==> config.mk <==
export PLATFORM = sky130hd
export DESIGN_NAME = flash_security_option_bits
export DESIGN_NICKNAME = d
export VERILOG_FILES = /design/src/hdl/flash_security_pkg.sv /design/src/hdl/flash_security_option_bits.sv
export VERILOG_INCLUDE_DIRS = /design/src /design/src/hdl
export SDC_FILE = /design/constraint.sdc
export NUM_CORES = 1
export LEC_CHECK = 0
export BUFFER_PORTS_ARGS = -buffer_cell sky130_fd_sc_hd__buf_4
export CAP_MARGIN = 20
export CORE_UTILIZATION = 40
export DETAILED_ROUTE_END_ITERATION = 7
export MAX_ROUTING_LAYER = met4
export PLACE_DENSITY = 0.66
export SKIP_CTS_REPAIR_TIMING = 1
export SYNTH_ARGS = -nofsm -noshare
export SYNTH_HDL_FRONTEND = slang
export SYNTH_SLANG_ARGS = --single-unit
==> constraint.sdc <==
create_clock -name clock_i -period 4.7 [get_ports clock_i]
set_input_delay 0.47 -clock clock_i [delete_from_list [all_inputs] [get_ports clock_i]]
set_output_delay 0.47 -clock clock_i [all_outputs]
set_load 0.01 [all_outputs]
==> src/hdl/flash_security_map.svh <==
`ifndef FLASH_SECURITY_MAP_SVH
`define FLASH_SECURITY_MAP_SVH

// ----------------------------------------------------------------
// Register byte addresses
// ----------------------------------------------------------------
`define ADDR_SECURITY     12'h000
`define ADDR_MAKER_ID     12'h004
`define ADDR_PART_ID      12'h008
`define ADDR_CONTROL      12'h00C
`define ADDR_STATUS       12'h010
`define ADDR_PROG_CMD     12'h014

// ----------------------------------------------------------------
// Security byte fields and reset value
// ----------------------------------------------------------------
`define SEC_RESET         8'hFF
`define SEC_LOCK_BIT      0
`define SEC_TBL_BIT       1
`define SEC_PAIR_BIT      4
`define SEC_SINGLE_BIT    5
`define SEC_CLKRNG_BIT    7

// ----------------------------------------------------------------
// Control register fields
// ----------------------------------------------------------------
`define CTL_PROG_MODE_BIT 0
`define CTL_IDLE_BIT      1
`define CTL_UPD_DONE_BIT  2

// ----------------------------------------------------------------
// Writer command codes and chip control value
// ----------------------------------------------------------------
`define CMD_PROGRAM       8'h01
`define CMD_ERASE_ALL     8'h02
`define CHIP_CTL_LDUPD    8'h01

// ----------------------------------------------------------------
// Identification values (arbitrary neutral values)
// ----------------------------------------------------------------
`define MAKER_ID_VAL      8'h5A
`define PART_ID_VAL       8'hC3

`endif

==> src/hdl/flash_security_pkg.sv <==
package flash_security_pkg;

	// Boot source chosen at reset
	typedef enum logic {
		BOOT_APP,
		BOOT_LOADER
	} boot_src_type;

	// Loader flash update sequencing from application flash
	typedef enum logic [1:0] {
		UPD_RUN,
		UPD_IDLE,
		UPD_RESUME
	} upd_state_type;

endpackage
==> src/hdl/flash_security_option_bits.sv <==
// What this block does
// - Security bits only go from one to zero; only erase-all restores FFh.
// - Special setting registers are denied while programming mode is on.
// - Maker and part identification registers are fixed read-only values.
// - A cleared lock bit blocks all access to flash and special registers.
// - With bit 1 low, a table read fetched externally gets external data.
// - A table read from internal space may always read internal memory.
// - With bit 1 high, table reads are never restricted.
// - With bit 4 low, reset plus both port-2 reboot pins low boots loader.
// - With bit 5 low, reset plus the port-4 reboot pin low boots loader.
// - After a loader update the CPU resumes application code, no reset.
// - External reset boots application flash unless a reboot pin forces it.
//
// Design decisions made here: the placing of the registers and the APB slave port.
`timescale 1ns/1ps

`include "flash_security_map.svh"

module flash_security_option_bits
	import flash_security_pkg::*;
(
	// Clock and reset
	input  wire logic        clock_i,
	input  wire logic        sys_rst_i,
	// APB slave
	input  wire logic        psel_i,
	input  wire logic        penable_i,
	input  wire logic        pwrite_i,
	input  wire logic [11:0] paddr_i,
	input  wire logic [31:0] pwdata_i,
	output logic      [31:0] prdata_o,
	output logic             pready_o,
	output logic             pslverr_o,
	// External reset and reboot pins
	input  wire logic        ext_rst_i,
	input  wire logic        reboot_pin_pair_low_i,
	input  wire logic        reboot_pin_pair_high_i,
	input  wire logic        reboot_single_pin_i,
	// CPU core side
	input  wire logic [7:0]  chip_program_control_i,
	input  wire logic        cpu_idle_i,
	input  wire logic        fetch_external_i,
	input  wire logic        tbl_read_i,
	input  wire logic        tbl_addr_internal_i,
	// Protection and boot results
	output logic             tbl_internal_ok_o,
	output logic             flash_access_ok_o,
	output logic             boot_loader_o,
	output logic             cpu_hold_o,
	output logic             clk_range_high_o
);

	// ----------------------------------------------------------------
	// Pin synchronisers
	// ----------------------------------------------------------------
	logic [3:0] pin_meta_ff;
	logic [3:0] pin_sync_ff;
	logic [3:0] pin_raw;

	assign pin_raw = {ext_rst_i, reboot_single_pin_i,
		reboot_pin_pair_high_i, reboot_pin_pair_low_i};

	// Two flops per pin; only the second stage feeds logic
	always_ff @(posedge clock_i or posedge sys_rst_i) begin
		if (sys_rst_i) begin
			pin_meta_ff <= 4'h0;
			pin_sync_ff <= 4'h0;
		end else begin
			pin_meta_ff <= pin_raw;
			pin_sync_ff <= pin_meta_ff;
		end
	end

	logic rst_s;
	logic pair_lo_s;
	logic pair_hi_s;
	logic single_s;

	assign pair_lo_s = pin_sync_ff[0];
	assign pair_hi_s = pin_sync_ff[1];
	assign single_s  = pin_sync_ff[2];
	assign rst_s     = pin_sync_ff[3];

	// ----------------------------------------------------------------
	// Security byte storage
	// ----------------------------------------------------------------
	logic [7:0] sec_byte_ff;
	logic [7:0] sec_live_ff;
	logic       prog_mode_ff;
	logic       upd_done_ff;
	logic [7:0] last_cmd_ff;

	logic apb_setup;
	logic apb_wr;
	logic locked;
	logic special_deny;
	logic addr_ok;

	assign apb_setup = psel_i && !penable_i;
	assign apb_wr    = psel_i && penable_i && pwrite_i;
	// Live lock bit; once cleared, only an erase-all makes registers reachable again
	assign locked       = !sec_live_ff[`SEC_LOCK_BIT];
	assign special_deny = prog_mode_ff || locked;

	// Writer command: program ANDs bits low, erase-all restores ones
	always_ff @(posedge clock_i or posedge sys_rst_i) begin
		if (sys_rst_i) begin
			sec_live_ff <= `SEC_RESET;
		end else if (apb_wr && paddr_i == `ADDR_PROG_CMD && prog_mode_ff)
		begin
			if (pwdata_i[15:8] == `CMD_ERASE_ALL) begin
				sec_live_ff <= `SEC_RESET;
			end else if (pwdata_i[15:8] == `CMD_PROGRAM && !locked) begin
				sec_live_ff <= sec_live_ff & pwdata_i[7:0];
			end
		end
	end

	// Last accepted command code, for status readback
	always_ff @(posedge clock_i or posedge sys_rst_i) begin
		if (sys_rst_i) begin
			last_cmd_ff <= 8'h00;
		end else if (apb_wr && paddr_i == `ADDR_PROG_CMD && prog_mode_ff)
		begin
			last_cmd_ff <= pwdata_i[15:8];
		end
	end

	// Programming mode switch, driven by the writer
	always_ff @(posedge clock_i or posedge sys_rst_i) begin
		if (sys_rst_i) begin
			prog_mode_ff <= 1'b0;
		end else if (apb_wr && paddr_i == `ADDR_CONTROL) begin
			prog_mode_ff <= pwdata_i[`CTL_PROG_MODE_BIT];
		end
	end

	// ----------------------------------------------------------------
	// Reset-time latch and boot decision
	// ----------------------------------------------------------------
	logic pair_req;
	logic single_req;
	logic boot_loader_ff;
	logic cpu_hold_ff;

	// Pins sampled while reset is high, qualified by the enables
	assign pair_req   = !sec_live_ff[`SEC_PAIR_BIT] && !pair_lo_s
		&& !pair_hi_s;
	assign single_req = !sec_live_ff[`SEC_SINGLE_BIT] && !single_s;

	// Snapshot of the option byte taken while reset is held
	always_ff @(posedge clock_i or posedge sys_rst_i) begin
		if (sys_rst_i) begin
			sec_byte_ff <= `SEC_RESET;
		end else if (rst_s) begin
			sec_byte_ff <= sec_live_ff;
		end
	end

	// Boot source chosen during reset, default application flash
	always_ff @(posedge clock_i or posedge sys_rst_i) begin
		if (sys_rst_i) begin
			boot_loader_ff <= 1'b0;
		end else if (rst_s) begin
			boot_loader_ff <= pair_req || single_req;
		end
	end

	// CPU held while external reset stands, so the snapshot is stable
	always_ff @(posedge clock_i or posedge sys_rst_i) begin
		if (sys_rst_i) begin
			cpu_hold_ff <= 1'b1;
		end else begin
			cpu_hold_ff <= rst_s;
		end
	end

	// ----------------------------------------------------------------
	// Loader update from application flash
	// ----------------------------------------------------------------
	upd_state_type upd_state_ff;

	// Idle with 01h in chip control means update in place, then resume
	always_ff @(posedge clock_i or posedge sys_rst_i) begin
		if (sys_rst_i) begin
			upd_state_ff <= UPD_RUN;
		end else begin
			case (upd_state_ff)
				UPD_RUN: begin
					if (cpu_idle_i && !boot_loader_ff &&
						chip_program_control_i == `CHIP_CTL_LDUPD) begin
						upd_state_ff <= UPD_IDLE;
					end
				end
				UPD_IDLE: begin
					if (!cpu_idle_i) begin
						upd_state_ff <= UPD_RESUME;
					end
				end
				UPD_RESUME: begin
					upd_state_ff <= UPD_RUN;
				end
				default: begin
					upd_state_ff <= UPD_RUN;
				end
			endcase
		end
	end

	// Sticky done flag; a new completion wins over a clear
	always_ff @(posedge clock_i or posedge sys_rst_i) begin
		if (sys_rst_i) begin
			upd_done_ff <= 1'b0;
		end else if (upd_state_ff == UPD_RESUME) begin
			upd_done_ff <= 1'b1;
		end else if (apb_wr && paddr_i == `ADDR_CONTROL &&
			pwdata_i[`CTL_UPD_DONE_BIT]) begin
			upd_done_ff <= 1'b0;
		end
	end

	// ----------------------------------------------------------------
	// Table-read gating and access outputs
	// ----------------------------------------------------------------
	logic tbl_ok;

	// Only an external fetch with bit 1 low loses internal reach
	assign tbl_ok = sec_byte_ff[`SEC_TBL_BIT]
		|| !fetch_external_i
		|| !tbl_addr_internal_i;

	always_ff @(posedge clock_i or posedge sys_rst_i) begin
		if (sys_rst_i) begin
			tbl_internal_ok_o <= 1'b1;
			flash_access_ok_o <= 1'b0;
			boot_loader_o     <= 1'b0;
			cpu_hold_o        <= 1'b1;
			clk_range_high_o  <= 1'b1;
		end else begin
			tbl_internal_ok_o <= !tbl_read_i || tbl_ok;
			flash_access_ok_o <= !locked;
			boot_loader_o     <= boot_loader_ff;
			cpu_hold_o        <= cpu_hold_ff;
			clk_range_high_o  <= sec_byte_ff[`SEC_CLKRNG_BIT];
		end
	end

	// ----------------------------------------------------------------
	// APB read path, no wait states
	// ----------------------------------------------------------------
	logic [31:0] rd_val;
	logic        rd_err;

	assign addr_ok = paddr_i == `ADDR_SECURITY || paddr_i == `ADDR_MAKER_ID
		|| paddr_i == `ADDR_PART_ID || paddr_i == `ADDR_CONTROL
		|| paddr_i == `ADDR_STATUS || paddr_i == `ADDR_PROG_CMD;

	// Decode read data; identification values are constants
	always_comb begin
		rd_val = 32'h0000_0000;
		rd_err = 1'b0;
		case (paddr_i)
			`ADDR_SECURITY: begin
				rd_val = {24'h00_0000, sec_live_ff};
				rd_err = special_deny;
			end
			`ADDR_MAKER_ID: begin
				rd_val = {24'h00_0000, `MAKER_ID_VAL};
				rd_err = special_deny;
			end
			`ADDR_PART_ID: begin
				rd_val = {24'h00_0000, `PART_ID_VAL};
				rd_err = special_deny;
			end
			`ADDR_CONTROL: begin
				rd_val = {29'h0000_0000, upd_done_ff, 1'b0, prog_mode_ff};
			end
			`ADDR_STATUS: begin
				rd_val = {16'h0000, last_cmd_ff, 4'h0, cpu_hold_ff,
					locked, boot_loader_ff, upd_state_ff != UPD_RUN};
			end
			`ADDR_PROG_CMD: begin
				rd_val = 32'h0000_0000;
			end
			default: begin
				rd_err = 1'b1;
			end
		endcase
	end

	// Writes to id or security words are refused; commands need prog mode
	logic wr_err;
	assign wr_err = !addr_ok || paddr_i == `ADDR_SECURITY
		|| paddr_i == `ADDR_MAKER_ID || paddr_i == `ADDR_PART_ID
		|| paddr_i == `ADDR_STATUS
		|| (paddr_i == `ADDR_PROG_CMD && !prog_mode_ff);

	// Answer registered in setup, presented in the first access cycle
	always_ff @(posedge clock_i or posedge sys_rst_i) begin
		if (sys_rst_i) begin
			prdata_o  <= 32'h0000_0000;
			pready_o  <= 1'b0;
			pslverr_o <= 1'b0;
		end else if (apb_setup) begin
			pready_o  <= 1'b1;
			prdata_o  <= (pwrite_i || rd_err) ? 32'h0000_0000 : rd_val;
			pslverr_o <= pwrite_i ? wr_err : rd_err;
		end else begin
			pready_o  <= 1'b0;
			pslverr_o <= 1'b0;
		end
	end

endmodule // flash_security_option_bits

==> summary.txt, run 1 <==
Timing
  – Fin Setup TNS: 0 ns
  – Min cycle time layout: 2.100 ns
  – Slew Viols, Final: 0
  – FMAX: 476.3 MHz
  – Skew final: 0.007028 ns
  – Worst-Margin Slew: 0.7230 ns
  – RSZ-0062 raised after global routing: false
  – Final Hold Fails: 0
  – Tcrit/Tclk final: 44.67%
  – Slew Limit Headroom: 51.80%
  – Final setup violation count: 0

Placed design
  – IO buf count: 71
  – GPL Wtd Cong: 0.7885
  – Post-detail-place hpwl: 3.657 mm
  – DP Area: 0.002902 mm²

Setup path
  – Peak per-stage delay on the critical path: 0.64 ns
  – CP Launch Point: paddr_i[7]
  – Critical path capture point type: register
  – Crit path kind: input pin to register
  – CP required: 4.96 ns
  – Worst R2R Start: prog_mode_ff
  – Critical Path, Cell by Cell: buf_4, or4_1, nor3_1, and3_1, a22o_1
  – Buf/Inv on CP: 1
  – Worst-path fanout max: 8
  – Setup crit start kind: input pin
  – CP arrival: 2.36 ns
  – Worst path slowest cell: or4_1
  – Delay-heaviest family, CP: simple AND/OR/NAND/NOR gates

Final layout
  – Syn-to-layout area delta: 26.57%
  – Nets: 332
  – Antenna Cells: 0
  – Post-route cell area: 0.003004 mm²
  – Proportion of layout cells with a drive suffix above 1: 42.16%

Clocking
  – Clock buffer count from CTS: 5
  – Clock Sinks: 55
  – Clk_lat worst skew: 0.31 ns
  – Clk root buf: clkbuf_8
  – H-tree levels: 2
  – Clk buf depth: 2
  – CTS tree: yes
  – CTS clk-pin slew, worst paths: 0.11 ns

Yosys
  – Seq/Total Area, Yosys: 58.72%
  – Cell accounting for the most synthesized area: dfrtp_1
  – Yosys warns: 0
  – Commonest cells post-synth: 41 x dfrtp_1, 16 x buf_4, 14 x dfstp_2
  – Post-Syn Instances: 197
  – FFs w/ async S/R, synth: 100.0%
  – Top cell type's share of synthesized area: 43.23%
  – Top-count cell post-synth: dfrtp_1
  – Avg Inst Size Synth: 12.05 µm²
  – Number of synthesized register bits: 55
  – Post-Syn Area: 0.002374 mm²
  – Synth area leaders: dfrtp_1 43%, dfstp_2 15%, mux2_2 5.7%, buf_4 5.1%, a22o_1 3.3%
  – Post-synth EDFFs: 0
  – Count of cell types in the netlist: 42
  – Ys flop type: dfrtp_1

Floorplan
  – # IOs: 104
  – Core Region: 0.005608 mm²
  – Die Ht: 79.03 µm
  – Die X: 79.03 µm
  – Initial core utilization: 42.32%
  – Row cnt: 27
  – Die area: 0.006246 mm²

Power and ir drop
  – Final Power: 0.0008425 W
  – Leakage power figure: 1.446 nW
  – Pwr Density: 280.5 mW/mm²
  – Max IR drop VDD: 0.0001754 V

GRT
  – Global route overflow: 0
  – GRT Total Usage: 16.77%
  – Vias in the first global route: 1688
  – Initial antenna violation count: 0
  – Global-route wire length before repair: 7.686 mm
  – Largest net degree at the start of global routing: 56

Worst hold path
  – Hold_sp: reboot_pin_pair_high_i
  – Min-Delay Path Class: input pin to register

Drt
  – Routed vias: 1708
  – Routed len/inst: 13.86 µm
  – Initial DRC count: 60
  – DR pass1 iterations: 4
  – Routed Antenna Nets: 0
  – Drt total wl: 4.714 mm
  – DR vias/cell: 5.024
  – DRC viols: 0

Outcome
  – Status: complete, no violations

Run
  – Maxcap violations: 0
==> cells in the final DEF (no fill, tap or decap), types with 3 or more instances in the layout <==
cell type   n
nand3_1     4
conb_1     16
dfrtp_1    41
o21ai_0    11
a21oi_1     5
clkbuf_8    5
o22a_1      7
nand2_1    12
nor2_1     12
mux2_2     12
a22o_1      9
inv_1       5
dfstp_2    14
o31ai_1     3
buf_4      72
nor2b_1     3
nor4_1      3
nor3_1      3
==> registers in the layout, indices dropped and copies added (netlist names), 2 cells and up <==
register / cells
last_cmd_ff: 8
pin_meta_ff: 4
pin_sync_ff: 4
prdata_o: 16
sec_byte_ff: 2
sec_live_ff: 8
upd_state_ff: 2
==> where the power goes <==
group | internal (W) | total (W) | switching [W]
Combinational | 0.0000382 | 0.0000786 | 0.0000404
Clock | 0.000113 | 0.000279 | 0.000165
Sequential | 0.000482 | 0.000485 | 0.00000340
Total | 0.000633 | 0.000843 | 0.000209
==> metrics by stage <==
step	setup slack (ns)	hold slack (ns)	std cells	util, %
floorplan	2.611	0.3312	212	-
global placement	2.299	0.3325	332	51.74
detailed placement	2.265	0.3347	332	51.74
CTS	2.603	0.2399	340	53.57
global route	2.534	0.2246	340	53.57
finish	2.600	0.2501	340	53.57
==> logic make-up (layout without fill, tap and decap cells) <==
group                  count (synthesis)  count (layout)  share of synthesized area (%)
AO/OA/AOI/OAI                         41              41                          12.44
AND/OR/NAND/NOR                       56              56                          14.50
multiplexers                          14              14                          6.537
buffers and inverters                 30              86                          7.643
flip-flops                            55              55                          58.72
other                                  1              16                         0.1580
==> layer usage <==
layer  vias up  share of wire (%)  routed length [µm]  global-route usage, %
met5         -                  0                   0                      -
met4         0                1.9                  90                  6.909
met3        11                5.9                 276                  3.908
met2        64                 48                2271                  26.55
met1       817                 44                2075                  20.72
li1        816                  -                   -                      -
==> path summary, 6_finish.rpt <==
path	cells past startpoint	to	slack [ns]
hold reg to reg	0	pin_sync_ff[2]	0.36
setup / recovery	5	prdata_o[11]	2.60
setup reg to reg	3	last_cmd_ff[2]	3.19
max in group asynchronous	3	upd_state_ff[1]	3.95
hold / removal	1	pin_meta_ff[1]	0.25
min in group asynchronous	3	prdata_o[11]	0.33
==> area by class of cell <==
class,count,area [µm²]
Fill cell,524,2604
Sequential cell,55,1394
Multi-Input combinational cell,127,854.6
Timing Repair Buffer,72,540.5
Tap cell,72,90.09
Clock buffer,5,68.82
Clock inverter,3,33.78
Inverter,6,22.52
Power figures use the tool's default switching activity.
==> inputs of run 2 (changes only) <==
==> constraint.sdc (replaced) <==
create_clock -name clock_i -period 2.2 [get_ports clock_i]
set_input_delay 0.22 -clock clock_i [delete_from_list [all_inputs] [get_ports clock_i]]
set_output_delay 0.22 -clock clock_i [all_outputs]
set_load 0.01 [all_outputs]
==> run 2 against run 1 <==
  * Global-route usage rose by 0.35 points
  * Die area is the same
  * Via count grew 0.76%
  * Power rose by 120%
  * Register-to-register slack lost 2.6 ns
  * Final area is 2.7% higher
  * Routed wire length grew 4.1%
  * Clock power rose by 120%
  * Sequential power grew 110%
  * Worst setup slack lost 2.1 ns
==> summary.txt, run 2 (synthesis gave the netlist of run 1 again) <==
Drt
  – Routed len/inst: 14.07 µm (was 13.86 µm)
  – Routed vias: 1721 (was 1708)
  – Drt total wl: 4.909 mm (was 4.714 mm)
  – DRC viols: 0 (unchanged)
  – DR vias/cell: 4.931 (was 5.024)
  – DR pass1 iterations: 4 (unchanged)
  – Routed Antenna Nets: 0 (unchanged)
  – Initial DRC count: 56 (was 60)

Placed design
  – Placed Cells: 336 (was 332)
  – IO buf count: 71 (unchanged)
  – GPL Wtd Cong: 0.7769 (was 0.7885)
  – Post-detail-place hpwl: 3.743 mm (was 3.657 mm)

Timing
  – Slew Limit Headroom: 66.56% (was 51.80%)
  – RSZ-0062 raised after global routing: false (unchanged)
  – Worst-Margin Slew: 0.4979 ns (was 0.7230 ns)
  – Min cycle time layout: 1.651 ns
  – Skew final: 0.009275 ns (was 0.007028 ns)
  – Tcrit/Tclk final: 75.03%
  – Slew Viols, Final: 0 (unchanged)
  – Fin Setup TNS: 0 ns (unchanged)
  – Final Hold Fails: 0 (unchanged)
  – FMAX: 605.8 MHz
  – Final setup violation count: 0 (unchanged)

Final layout
  – Biggest register: prdata_o (unchanged)
  – Top Registers: prdata_o: 16 flops, last_cmd_ff: 8 flops, sec_live_ff: 8 flops (unchanged)
  – Antenna Cells: 0 (unchanged)
  – Most common cell after layout, fill and taps aside: buf_4 (unchanged)
  – Syn-to-layout area delta: 29.94% (was 26.57%)
  – Nets: 341 (was 332)
  – Fillers: 510 (was 524)
  – Proportion of layout cells with a drive suffix above 1: 42.24% (was 42.16%)
  – Non-Filler Instances: 349 (was 340)
  – Max reg flops: 16 (unchanged)
  – Fin util: 55.00% (was 53.57%)
  – Commonest non-fill, non-tap cells in the layout: 76 x buf_4, 41 x dfrtp_1, 16 x conb_1 (was 72 x buf_4, 41 x dfrtp_1, 16 x conb_1)

GRT
  – Largest net degree at the start of global routing: 21 (was 56)
  – Global-route wire length before repair: 7.797 mm (was 7.686 mm)
  – Vias in the first global route: 1599 (was 1688)
  – Global route overflow: 0 (unchanged)
  – GRT Total Usage: 17.12% (was 16.77%)
  – Initial antenna violation count: 0 (unchanged)

Setup path
  – Worst-path fanout max: 7 (was 8)
  – Peak per-stage delay on the critical path: 0.58 ns (was 0.64 ns)
  – Setup crit start kind: input pin (unchanged)
  – Critical path capture point type: register (unchanged)
  – Buf/Inv on CP: 1 (unchanged)
  – CP arrival: 1.90 ns (was 2.36 ns)
  – Most used cell along the critical path: or4_4
  – Worst path slowest cell: or4_4 (was or4_1)
  – CP required: 2.45 ns (was 4.96 ns)
  – Delay-heaviest family, CP: simple AND/OR/NAND/NOR gates (unchanged)
  – Critical Path, Cell by Cell: buf_4, or4_4, nand4bb_4, or4_4, o22a_1 (was buf_4, or4_1, nor3_1, and3_1, a22o_1)
  – Crit path kind: input pin to register (unchanged)

Run
  – Maxcap violations: 0 (unchanged)

Worst hold path
  – Min-Delay Path Class: input pin to register (unchanged)

Floorplan
  – Die Ht: 79.03 µm (unchanged)
  – Die area: 0.006246 mm² (unchanged)
  – Core Region: 0.005608 mm² (unchanged)
  – Die X: 79.03 µm (unchanged)
  – Row cnt: 27 (unchanged)
  – Initial core utilization: 42.32% (unchanged)
  – # IOs: 104 (unchanged)

Clocking
  – Clk root buf: clkbuf_8 (unchanged)
  – CTS clk-pin slew, worst paths: 0.10 ns (was 0.11 ns)
  – CTS tree: yes (unchanged)
  – Clk_lat worst skew: 0.32 ns (was 0.31 ns)
  – Clock buffer count from CTS: 5 (unchanged)
  – Clk buf depth: 2 (unchanged)
  – H-tree levels: 2 (unchanged)
  – Clock Sinks: 55 (unchanged)

Outcome
  – Status: complete, no violations (unchanged)

Power and ir drop
  – Max IR drop VDD: 0.0003636 V (was 0.0001754 V)
  – Leakage power figure: 1.486 nW (was 1.446 nW)
  – Pwr Density: 590.5 mW/mm² (was 280.5 mW/mm²)
## run 2: changes by cell type in the layout (fill, tap and decap cells not counted)
cell / previous run / this run
dlygate4sd3_1: 0 / 5
buf_4: 72 / 76
## run 2: report_power, final
group / internal, W / total [W] / switching, W
combinational: 0.0000896 / 0.000177 / 0.0000874
clock: 0.000242 / 0.000607 / 0.000365
sequential: 0.00103 / 0.00104 / 0.00000711
## run 2: through the flow
stage / hold slack, ns / instance area [µm²] / power, W / setup slack [ns]
2_1_floorplan: 0.2514 / 2430 / 0.001147 / 0.3607
3_3_place_gp: 0.2362 / 2932 / 0.001225 / 0.2288
3_5_place_dp: 0.2444 / 2932 / 0.001228 / 0.2101
4_1_cts: -0.1095 / 3034 / 0.001832 / 0.5570
5_1_grt: 0.04256 / 3084 / 0.001905 / 0.4854
6_report: 0.04933 / 3084 / 0.001821 / 0.5494
## run 2: worst register-to-register path: cells and delay by family (launching register included)
kind             cells  cell delay (ns)
AO/OA/AOI/OAI        3             0.82
AND/OR/NAND/NOR      1             0.10
flip-flops           1             0.60
## run 2: layout make-up
cell class                 count  area [µm²]  share of cell area, %
clock buffer                   5       68.82                  2.231
clock inverter                 3       33.78                  1.095
multi-input combinational    127       854.6                  27.71
inverter                       6       22.52                 0.7302
timing repair buffer          81       620.6                  20.12
tap                           72       90.09                  2.921
sequential                    55        1394                  45.19
## run 2: layer usage
layer	track usage, %	vias to the layer above	part of all wire, %
li1	-	835	-
met1	23.56	824	46
met2	25.34	55	48
met3	3.678	7	5.0
met4	5.455	0	1.3
met5	-	-	0
## run 2: final timing paths
kind                                   end  cells after the start  slack [ns]           start
max                         sec_live_ff[3]                      5        0.55      paddr_i[9]
min                        upd_state_ff[1]                      2        0.05      cpu_idle_i
max reg2reg                    prdata_o[3]                      4        0.62  sec_live_ff[0]
min reg2reg                 pin_sync_ff[1]                      0        0.36  pin_meta_ff[1]
max in group asynchronous   sec_live_ff[0]                      4        1.10       sys_rst_i
min in group asynchronous    boot_loader_o                      3        0.44       sys_rst_i
